[src/rtl/cdcr_pkg.sv]
// Shared constants for the codec datapath control register bank.
package cdcr_pkg;
    // Register addresses in the control-bus page.
    localparam logic [7:0] CDCR_ADDR_PROG = 8'h3d;
    localparam logic [7:0] CDCR_ADDR_COND = 8'h3e;
    localparam logic [7:0] CDCR_ADDR_ROUTE = 8'h3f;
    localparam logic [7:0] CDCR_ADDR_MUTE = 8'h40;
    // Reset values.
    localparam logic [7:0] CDCR_RST_PROG = 8'h04;
    localparam logic [7:0] CDCR_RST_COND = 8'h00;
    localparam logic [7:0] CDCR_RST_ROUTE = 8'h14;
    localparam logic [7:0] CDCR_RST_MUTE = 8'h0c;
    // Field positions.
    localparam int CDCR_PROG_LSB = 0;
    localparam int CDCR_REC_COND_A = 6;
    localparam int CDCR_REC_COND_B = 5;
    localparam int CDCR_REC_HOLD = 4;
    localparam int CDCR_PLAY_COND_A = 2;
    localparam int CDCR_PLAY_COND_B = 1;
    localparam int CDCR_PLAY_HOLD = 0;
    localparam int CDCR_PWR_LEFT = 7;
    localparam int CDCR_PWR_RIGHT = 6;
    localparam int CDCR_SRC_LEFT_LSB = 4;
    localparam int CDCR_SRC_RIGHT_LSB = 2;
    localparam int CDCR_STEP_LSB = 0;
    localparam int CDCR_MUTE_LEFT = 3;
    localparam int CDCR_MUTE_RIGHT = 2;
    localparam int CDCR_COUPLE_LSB = 0;
    // Writable masks: reserved bits of the condition register read zero.
    localparam logic [7:0] CDCR_MASK_COND = 8'h77;
    // Sample width.
    localparam int CDCR_SAMPLE_W = 24;
    // Source select codes.
    localparam logic [1:0] CDCR_SRC_OFF = 2'h0;
    localparam logic [1:0] CDCR_SRC_SAME = 2'h1;
    localparam logic [1:0] CDCR_SRC_SWAP = 2'h2;
    localparam logic [1:0] CDCR_SRC_AVG = 2'h3;
    // Soft-step codes.
    typedef enum logic [1:0] {
        CDCR_STEP_ONE = 2'b00,
        CDCR_STEP_TWO = 2'b01,
        CDCR_STEP_OFF = 2'b10,
        CDCR_STEP_BAD = 2'b11
    } cdcr_step_e;
endpackage

[src/rtl/cdcr_source_mux.sv]
// One playback channel source selector with averaging.
`timescale 1ns/10ps
module cdcr_source_mux
    import cdcr_pkg::*;
(
    // Clock and reset.
    input wire logic clock,
    input wire logic nrst,
    // Selection and samples.
    input wire logic [1:0] sel,
    input wire logic [CDCR_SAMPLE_W-1:0] own_sample,
    input wire logic [CDCR_SAMPLE_W-1:0] other_sample,
    // Selected sample.
    output logic [CDCR_SAMPLE_W-1:0] out_sample
);
    logic [CDCR_SAMPLE_W:0] sum;
    logic [CDCR_SAMPLE_W-1:0] avg;
    logic [CDCR_SAMPLE_W-1:0] pick;

    // Sign-extended sum, then arithmetic halving keeps the range.
    assign sum = {own_sample[CDCR_SAMPLE_W-1], own_sample}
        + {other_sample[CDCR_SAMPLE_W-1], other_sample};
    assign avg = sum[CDCR_SAMPLE_W:1];
    // Selection; code off passes silence.
    assign pick = (sel == CDCR_SRC_SAME) ? own_sample :
        (sel == CDCR_SRC_SWAP) ? other_sample :
        (sel == CDCR_SRC_AVG) ? avg : '0;

    // Registered output so data leaves from flip-flops.
    always_ff @(posedge clock or negedge nrst) begin
        if (!nrst) begin
            out_sample <= '0;
        end else begin
            out_sample <= pick;
        end
    end
endmodule

[src/rtl/cdcr_instr_counter.sv]
// Instruction counter of one processing engine with frame restart.
`timescale 1ns/10ps
module cdcr_instr_counter
    import cdcr_pkg::*;
(
    // Clock and reset.
    input wire logic clock,
    input wire logic nrst,
    // Engine control.
    input wire logic step,
    input wire logic frame_start,
    input wire logic hold_across_frames,
    // Counter value.
    output logic [9:0] count
);
    logic [9:0] count_next;

    // Frame start clears unless the hold bit keeps it running.
    assign count_next = (frame_start && !hold_across_frames) ? 10'h000 :
        step ? count + 10'h001 : count;

    // Counter register.
    always_ff @(posedge clock or negedge nrst) begin
        if (!nrst) begin
            count <= 10'h000;
        end else begin
            count <= count_next;
        end
    end
endmodule

[src/rtl/cdcr_regs.sv]
// Codec datapath control register bank with playback routing and muting.
`timescale 1ns/10ps
module cdcr_regs
    import cdcr_pkg::*;
(
    // Clock and reset.
    input wire logic clock,
    input wire logic nrst,
    // Register port from the control-bus slave.
    input wire logic [7:0] reg_addr,
    input wire logic reg_wr,
    input wire logic [7:0] reg_wdata,
    output logic [7:0] reg_rdata,
    output logic reg_hit,
    // Compressor enables from its own control register.
    input wire logic compressor_en_left,
    input wire logic compressor_en_right,
    // Programmed channel volumes.
    input wire logic [7:0] vol_left_prog,
    input wire logic [7:0] vol_right_prog,
    // Engine timing.
    input wire logic frame_start,
    input wire logic rec_step,
    input wire logic play_step,
    // Playback samples in.
    input wire logic [CDCR_SAMPLE_W-1:0] left_in,
    input wire logic [CDCR_SAMPLE_W-1:0] right_in,
    // Record engine controls.
    output logic [4:0] record_program,
    output logic record_program_valid,
    output logic rec_cond_a,
    output logic rec_cond_b,
    output logic [9:0] rec_count,
    // Playback engine controls.
    output logic play_cond_a,
    output logic play_cond_b,
    output logic [9:0] play_count,
    // Playback channel controls.
    output logic pwr_left,
    output logic pwr_right,
    output logic mute_left,
    output logic mute_right,
    output logic soft_step_en,
    output logic soft_step_two,
    output logic [7:0] vol_left_eff,
    output logic [7:0] vol_right_eff,
    output logic [CDCR_SAMPLE_W-1:0] left_out,
    output logic [CDCR_SAMPLE_W-1:0] right_out
);
    ////////////////////////////////////////////////////////////////////////
    // Register storage.
    logic [7:0] prog_reg;
    logic [7:0] prog_next;
    logic [7:0] cond_reg;
    logic [7:0] cond_next;
    logic [7:0] route_reg;
    logic [7:0] route_next;
    logic [7:0] mute_reg;
    logic [7:0] mute_next;
    logic [7:0] vol_left_reg;
    logic [7:0] vol_right_reg;
    logic [7:0] vol_left_next;
    logic [7:0] vol_right_next;
    logic hit_prog;
    logic hit_cond;
    logic hit_route;
    logic hit_mute;
    logic [1:0] couple;
    logic [1:0] step_code;
    logic compressor_any;

    // Checks a program code against the nine implemented variants.
    function automatic logic prog_is_valid(input logic [4:0] code);
        prog_is_valid = (code >= 5'h04 && code <= 5'h06) ||
            (code >= 5'h0a && code <= 5'h0c) ||
            (code >= 5'h10 && code <= 5'h12);
    endfunction

    // Address decode.
    assign hit_prog = (reg_addr == CDCR_ADDR_PROG);
    assign hit_cond = (reg_addr == CDCR_ADDR_COND);
    assign hit_route = (reg_addr == CDCR_ADDR_ROUTE);
    assign hit_mute = (reg_addr == CDCR_ADDR_MUTE);
    assign reg_hit = hit_prog | hit_cond | hit_route | hit_mute;

    // Next values. Reserved bits of the program and mute registers are stored as written since the host
    // keeps them at their defaults.
    assign prog_next = (reg_wr && hit_prog) ? reg_wdata : prog_reg;
    assign cond_next = (reg_wr && hit_cond) ?
        (reg_wdata & CDCR_MASK_COND) : cond_reg;
    assign route_next = (reg_wr && hit_route) ? reg_wdata : route_reg;
    assign mute_next = (reg_wr && hit_mute) ? reg_wdata : mute_reg;

    // Register file; unmapped addresses simply ignore writes.
    always_ff @(posedge clock or negedge nrst) begin
        if (!nrst) begin
            prog_reg <= CDCR_RST_PROG;
            cond_reg <= CDCR_RST_COND;
            route_reg <= CDCR_RST_ROUTE;
            mute_reg <= CDCR_RST_MUTE;
        end else begin
            prog_reg <= prog_next;
            cond_reg <= cond_next;
            route_reg <= route_next;
            mute_reg <= mute_next;
        end
    end

    // Read-back multiplexer; unmapped addresses read zero.
    assign reg_rdata = hit_prog ? prog_reg :
        hit_cond ? cond_reg :
        hit_route ? route_reg :
        hit_mute ? mute_reg : 8'h00;

    ////////////////////////////////////////////////////////////////////////
    // Record and playback engine controls.
    // A reserved code is flagged so the engine can idle rather than run
    // an unknown program.
    assign record_program = prog_reg[CDCR_PROG_LSB +: 5];
    assign record_program_valid = prog_is_valid(record_program);
    assign rec_cond_a = cond_reg[CDCR_REC_COND_A];
    assign rec_cond_b = cond_reg[CDCR_REC_COND_B];
    assign play_cond_a = cond_reg[CDCR_PLAY_COND_A];
    assign play_cond_b = cond_reg[CDCR_PLAY_COND_B];

    // Record engine counter.
    cdcr_instr_counter u_rec_count (
        .clock(clock),
        .nrst(nrst),
        .step(rec_step),
        .frame_start(frame_start),
        .hold_across_frames(cond_reg[CDCR_REC_HOLD]),
        .count(rec_count)
    );

    // Playback engine counter.
    cdcr_instr_counter u_play_count (
        .clock(clock),
        .nrst(nrst),
        .step(play_step),
        .frame_start(frame_start),
        .hold_across_frames(cond_reg[CDCR_PLAY_HOLD]),
        .count(play_count)
    );

    ////////////////////////////////////////////////////////////////////////
    // Playback channel power, mute and soft-step.
    assign pwr_left = route_reg[CDCR_PWR_LEFT];
    assign pwr_right = route_reg[CDCR_PWR_RIGHT];
    assign mute_left = mute_reg[CDCR_MUTE_LEFT];
    assign mute_right = mute_reg[CDCR_MUTE_RIGHT];

    // Forbidden code 11 is treated as stepping off, the safest reading.
    assign step_code = route_reg[CDCR_STEP_LSB +: 2];
    assign soft_step_en = (step_code == CDCR_STEP_ONE) ||
        (step_code == CDCR_STEP_TWO);
    assign soft_step_two = (step_code == CDCR_STEP_TWO);

    ////////////////////////////////////////////////////////////////////////
    // Volume coupling; the compressor on either channel overrides it.
    assign couple = mute_reg[CDCR_COUPLE_LSB +: 2];
    assign compressor_any = compressor_en_left | compressor_en_right;
    assign vol_left_next = (!compressor_any && couple == 2'b01) ?
        vol_right_prog : vol_left_prog;
    assign vol_right_next = (!compressor_any && couple == 2'b10) ?
        vol_left_prog : vol_right_prog;

    // Effective volumes are registered to keep data outputs clean.
    always_ff @(posedge clock or negedge nrst) begin
        if (!nrst) begin
            vol_left_reg <= 8'h00;
            vol_right_reg <= 8'h00;
        end else begin
            vol_left_reg <= vol_left_next;
            vol_right_reg <= vol_right_next;
        end
    end
    assign vol_left_eff = vol_left_reg;
    assign vol_right_eff = vol_right_reg;

    ////////////////////////////////////////////////////////////////////////
    // Source routing for each channel; own and other swap for the right.
    cdcr_source_mux u_left_mux (
        .clock(clock),
        .nrst(nrst),
        .sel(route_reg[CDCR_SRC_LEFT_LSB +: 2]),
        .own_sample(left_in),
        .other_sample(right_in),
        .out_sample(left_out)
    );

    cdcr_source_mux u_right_mux (
        .clock(clock),
        .nrst(nrst),
        .sel(route_reg[CDCR_SRC_RIGHT_LSB +: 2]),
        .own_sample(right_in),
        .other_sample(left_in),
        .out_sample(right_out)
    );
endmodule

[config.mk]
export PLATFORM = sky130hd
export DESIGN_NAME = cdcr_regs
export DESIGN_NICKNAME = d
export VERILOG_FILES = /design/src/rtl/cdcr_pkg.sv /design/src/rtl/cdcr_source_mux.sv /design/src/rtl/cdcr_instr_counter.sv /design/src/rtl/cdcr_regs.sv
export SDC_FILE = /design/constraint.sdc
export NUM_CORES = 1
export LEC_CHECK = 0
export ABC_CLOCK_PERIOD_IN_PS = 1600
export BUFFER_PORTS_ARGS = -buffer_cell sky130_fd_sc_hd__buf_4
export CAP_MARGIN = 20
export CORE_MARGIN = 2
export CORE_UTILIZATION = 46
export DETAILED_ROUTE_END_ITERATION = 10
export PLACE_DENSITY = 0.76
export SYNTH_ARGS = -nofsm -noshare
export SYNTH_HDL_FRONTEND = slang
export SYNTH_SLANG_ARGS = --single-unit
[constraint.sdc]
create_clock -name clock -period 1.6 [get_ports clock]
set_clock_uncertainty 0.15 [all_clocks]
set_input_delay 0.24 -clock clock [delete_from_list [all_inputs] [get_ports clock]]
set_output_delay 0.24 -clock clock [all_outputs]
set_load 0.01 [all_outputs]
Word level (Yosys, flattened, before mapping)
Cells that the tools add are included.
W data, S select, Z words.

operators by class
  bitwise operators = 4
  magnitude comparators = 6
  add/subtract/negate cells = 3
  reductions and logical operators = 20
  equal/unequal tests = 13
  multiplexer cells = 16

operators with widths
  cell                     count
  $mux W24                 6
  $mux W8                  6
  $mux W10                 4
  $add A24 B24 Y25         1
  $eq A8 B6 Y1 const B     3
  $add A10 B1 Y10 const B  2
  $logic_and A1 B1 Y1      11
  $eq A2 B2 Y1 const B     5
  $eq A2 B1 Y1 const B     4
  $eq A8 B7 Y1 const B     1
  $ge A5 B3 Y1 const B     1
  $ge A5 B4 Y1 const B     1
  $ge A5 B5 Y1 const B     1
  $le A5 B3 Y1 const B     1
  $le A5 B4 Y1 const B     1
  $le A5 B5 Y1 const B     1
  $or A1 B1 Y1             4
  $reduce_bool A2 Y1       2
  $logic_not A1 Y1         3
  $logic_or A1 B1 Y1       3
  $logic_not A2 Y1         1

word-level totals
  register bits = 114
  logic and storage cells = 72
  input bits = 88

Logic depth before layout (Yosys ltp)
  word-level depth = 5
  mapped depth = 10

By module
Synthesis repeated with hierarchy kept, for this count alone.

unflattened totals
  cells, all modules = 800
  area, all modules = 7649.8 µm²

by module, submodules not included
  module                          cells each  times used  area each (µm²)  seq. area each (µm²)
  cdcr_source_mux at u_left_mux   285         1           2349.8           600.6
  cdcr_source_mux at u_right_mux  260         1           2169.6           600.6
  cdcr_regs                       157         1           2137.0           1157.4
  cdcr_instr_counter              49          2           496.7            250.2

Worst setup path after synthesis
Ideal clock, no wire load.

  kind = input-to-reg
  start = input left_in[1]
  end = register u_right_mux.out_sample[19]
  slack = -806 ps
  buffers on the path = 0
  library setup time = 127 ps
  data required time = 1323 ps
  data arrival time = 2129 ps
  stages on the path = 10
  cells stage by stage = inv_1 > fa_1 > and2b_1 > o21bai_4 > a21oi_4 > a31oi_4 > o21a_1 > o41ai_2 > xnor2_1 > o21ai_1

between the ends
  cells in the longest elaborated chain, start to end = 4

ends and longest elaborated chain
  element                   RTL line               text
  start: declaration        cdcr_regs.sv:26        input wire logic [CDCR_SAMPLE_W-1:0] left_in,
  $add A24 B24 Y25          cdcr_source_mux.sv:22  + {other_sample[CDCR_SAMPLE_W-1], other_sample};
  $mux W24                  cdcr_source_mux.sv:27  (sel == CDCR_SRC_AVG) ? avg : '0;
  $mux W24                  cdcr_source_mux.sv:26  (sel == CDCR_SRC_SWAP) ? other_sample :
  $mux W24                  cdcr_source_mux.sv:25  assign pick = (sel == CDCR_SRC_SAME) ? own_sample :
  net u_right_mux.pick[19]  cdcr_source_mux.sv:18  logic [CDCR_SAMPLE_W-1:0] pick;
  end signal: assignment    cdcr_source_mux.sv:34  out_sample <= pick;
  end: declaration          cdcr_source_mux.sv:14  output logic [CDCR_SAMPLE_W-1:0] out_sample

The timed path passes the listed nets, and every way through them passes these cells.
A chain may end at the register's enable or synchronous reset.

Worst setup path in the final report
  start = input left_in[1]
  end = register u_left_mux.out_sample[12]

between the ends
  cells in the longest elaborated chain, start to end = 4

ends and longest elaborated chain
  element                  RTL line
  $add A24 B24 Y25         cdcr_source_mux.sv:22
  $mux W24                 cdcr_source_mux.sv:27
  $mux W24                 cdcr_source_mux.sv:26
  $mux W24                 cdcr_source_mux.sv:25
  net u_left_mux.pick[12]  cdcr_source_mux.sv:18
  end signal: assignment   cdcr_source_mux.sv:34
  end: declaration         cdcr_source_mux.sv:14

The timed path passes the listed nets, and every way through them passes these cells.

==> results.toml <==
[synth]
synthMuxAreaShare_pct = 10.8
synth_top_area_share_pct = 43.6
synth.yosys.warnings = 0
avg_inst_size_synth_um2 = 10.2
synth.largest_area_cell = "dfrtp_1"
synth_nets = 728
synthArstFlopShare_pct = 100
dominant_combinational_cell_family_by_area_after_synthesis = "compound AO/OA/AOI/OAI gates"
synth_top_cells_by_area = "dfrtp_1 (44%), mux2_2 (9.4%), ha_1 (5.0%), nand2_1 (4.2%), o21ai_0 (4.1%)"
synth_edf_count = 0
synth.yosys.seq_area_share_pct = 45.7
synth-main-ff-cell = "dfrtp_1"
synth.most_common_cell = "dfrtp_1"
synth-xor-area-share_pct = 5.46
synth.ff_latch_count = 114
synth.lib_cells_used.distinct = 55
synth-compound-area-share_pct = 17.4
synthCells = 614
simple_gate_fraction_of_synth_area_pct = 12.2
yosys.area_share.adder_pct = 5.32
synth_common_cells = "dfrtp_1 (109), nand2_1 (70), mux2_2 (52)"
synthesis.area_um2 = 6250

[floorplan]
floorplan.core_area_um2 = 13200
floorplan.die_area_um2 = 14500
io-pin-count = 197
row_count = 42
dieHeight_um = 121
die-width_um = 121
initial_utilization_pct = 47.2

[detailed_routing]
vias = 6764
dr.first_iter.drc_count = 501
post_drt_via_cell_ratio = 5.65
drc_errors = 0
detailedRoute.firstPassIterationCount = 5
wire_per_inst_um = 20.2
finalWirelength_um = 24200
ant_nets = 0

[cts]
cts_made_buffers = 17
tritoncts = "done"
clkSinkCount = 114
clock_tree.buffer_depth = 2
clk-insertion-delay-late_ns = 0.42
clkTransAtPathRegs_ns = 0.06
htreeDepth = 4
cts_root_buf = "clkbuf_16"

[sta]
finalSetupTns_ns = -13.71
fin_crit_ns = 2.01
setup_ws_ns = -0.407
slew_viol_final = 0
rsz0062_at_grt = "true"
final.hold.worst_slack_ns = -0.00844
hold_viol = 1
setup_viol = 56
slew-limit-headroom_pct = 55.5
maximum_operating_frequency_ghz = 0.498
final.period_utilization_pct = 125
timing_worst_slew_pin_value_ns = 0.667

[setup_path]
crit_chain = "buf_8, buf_6, ha_4, a31o_4, a21oi_4, o21ai_4, o21ai_2, nand2_2, xor2_2, mux2_4, a22o_1"
critical_path_required_ns = 1.75
crit_slowest_cell = "mux2_4"
worstReg2RegEnd = "u_right_mux.out_sample[21]"
worstPathArrival_ns = 2.16
crit_fanout = 3
crit-reg2reg-launch = "route_reg[2]"
startpoint_type = "input pin"
reg2reg_slack_ns = -0.06
critPathCaptureType = "flip-flop"
r2r.worst_path.cells = 6
critical_path_s_largest_stage_delay_ns = 0.27
timing_worst_setup_path_type = "in2reg"

[grt]
grt_first_pass_wirelength_um = 35800
largest_net_degree_at_the_start_of_global_routing = 56
grt_usage_pct = 31.5
antenna_found_initial = 0
globalRouteOverflowTotal = 0
via_count_of_the_first_global_routing_pass = 6943

[place]
routabilityCongestion = 0.892
detail_placement_hpwl_um = 14700
port_buffers = 196
postPlaceCellArea_um2 = 8990

[layout]
num-nets-final = 1122
largest_registers = "u_left_mux.out_sample: 24 flops, u_right_mux.out_sample: 24 flops"
flow.area_growth_from_synthesis_pct = 77.4
antenna_cells = 0
drive_above_1_share_pct = 54.8
final_cell_area_um2 = 11100

[hold_path]
hold_path_depth = 3
hold_path_class = "in2reg"
timing.hold.worst_endpoint = "u_right_mux.out_sample[7]"
holdCritStartpoint = "right_in[7]"

[run]
max_cap_violations = 0

[outcome]
result_of_the_run = "finished, violations left"
violations = "negative hold slack, negative setup slack"

[pwr]
leakage_nw = 5.37
power.density_nw_per_um2 = 846
vdd_drop_max_mv = 0.712
[kinds of logic after synthesis]
family                   count (synthesis)
XOR/XNOR                                39
adder cells (fa/ha/maj)                 26
AO/OA/AOI/OAI                          164
buffers and inverters                   47
flip-flops                             114
AND/OR/NAND/NOR                        163
multiplexers                            61
[area by class of cell]
class                   instances  area (um2)
fillers                       731        2150
flip-flops and latches        114        2860
multi-input cells             453        3860
repair buffers                408        3500
clock inverters                15         170
inverters                      14        60.1
well taps                     176         220
clock buffers                  17         425
[per-layer routing]
layer / vias up / share of wire [%] / track usage [%]
met5: - / 0 / 0
li1: 3007 / - / -
met1: 3385 / 39 / 39.4
met4: 0 / 2.2 / 10.8
met2: 321 / 52 / 54.9
met3: 51 / 6.5 / 5.57
[layout by cell type (no fill, tap or decap), types with 6 or more instances in the layout]
master / netlist / routed
a21oi_1: 39 / 24
a21oi_2: 0 / 13
a22o_1: 16 / 16
a22oi_1: 17 / 17
buf_12: 0 / 7
buf_4: 5 / 309
buf_6: 0 / 44
clkbuf_16: 0 / 18
dfrtp_1: 109 / 106
dlygate4sd3_1: 0 / 41
ha_1: 25 / 16
ha_4: 0 / 7
inv_1: 14 / 12
inv_6: 0 / 7
mux2_2: 52 / 49
mux2i_1: 9 / 9
nand2_1: 70 / 59
nand2_2: 1 / 10
nand4_1: 8 / 8
nor2_1: 41 / 37
nor2b_1: 8 / 6
o21ai_0: 51 / 16
o21ai_1: 4 / 32
xnor2_1: 20 / 11
xnor2_2: 0 / 6
xor2_1: 19 / 14
[worst max path at each step]
stage / startpoint / endpoint / slack [ns] / depth (start not counted)
6_report: left_in[1] / u_left_mux.out_sample[12] / -0.41 / 11
5_1_grt: left_in[1] / u_left_mux.out_sample[12] / -0.43 / 11
4_1_cts: left_in[1] / u_left_mux.out_sample[19] / -0.44 / 11
3_5_place_dp: right_in[0] / u_left_mux.out_sample[19] / -0.90 / 11
3_3_place_gp: left_in[16] / u_right_mux.out_sample[20] / -0.89 / 10
2_1_floorplan: right_in[0] / u_right_mux.out_sample[19] / -0.67 / 10
[through the flow]
step / std cells / hold slack, ns / total power [W] / setup WS [ns] / utilization, %
finish: 1197 / -0.00844 / 0.00938 / -0.407 / 83.8
global route: 1197 / 0.0151 / 0.00970 / -0.430 / 83.8
CTS: 1182 / 0.00211 / 0.00916 / -0.441 / 80.6
detailed placement: 1081 / -0.0264 / 0.00495 / -0.902 / 67.9
global placement: 1081 / -0.0276 / 0.00492 / -0.887 / 67.9
floorplan: 614 / -0.206 / 0.00394 / -0.666 / -
[report_power, final]
| group | internal, W | leakage [nW] | total [W] | switching [W] |
|---|---|---|---|---|
| clock | 0.00234 | 0.293 | 0.00387 | 0.00153 |
| combinational | 0.00128 | 3.56 | 0.00241 | 0.00113 |
| sequential | 0.00302 | 1.52 | 0.00310 | 0.0000847 |
[worst max-delay path: cells and delay by family]
family          cells  cell delay (ns)
xor+xnor            1             0.19
simple gates        1             0.12
buf+inv             2             0.21
fa+ha+maj           1             0.23
mux                 1             0.27
compound gates      5             0.89
[repair_timing]
item | in CTS | in global routing
buffers inserted | 31 | 16
hold buffers | 41 | 0
pin swaps | 65 | 49
endpoints found under the setup margin | 53 | 58
cloned | 2 | 0
resized for setup | 123 | 65
hold endpoints to repair | 174 | 0
No activity file was read; power rests on OpenSTA's default activity.
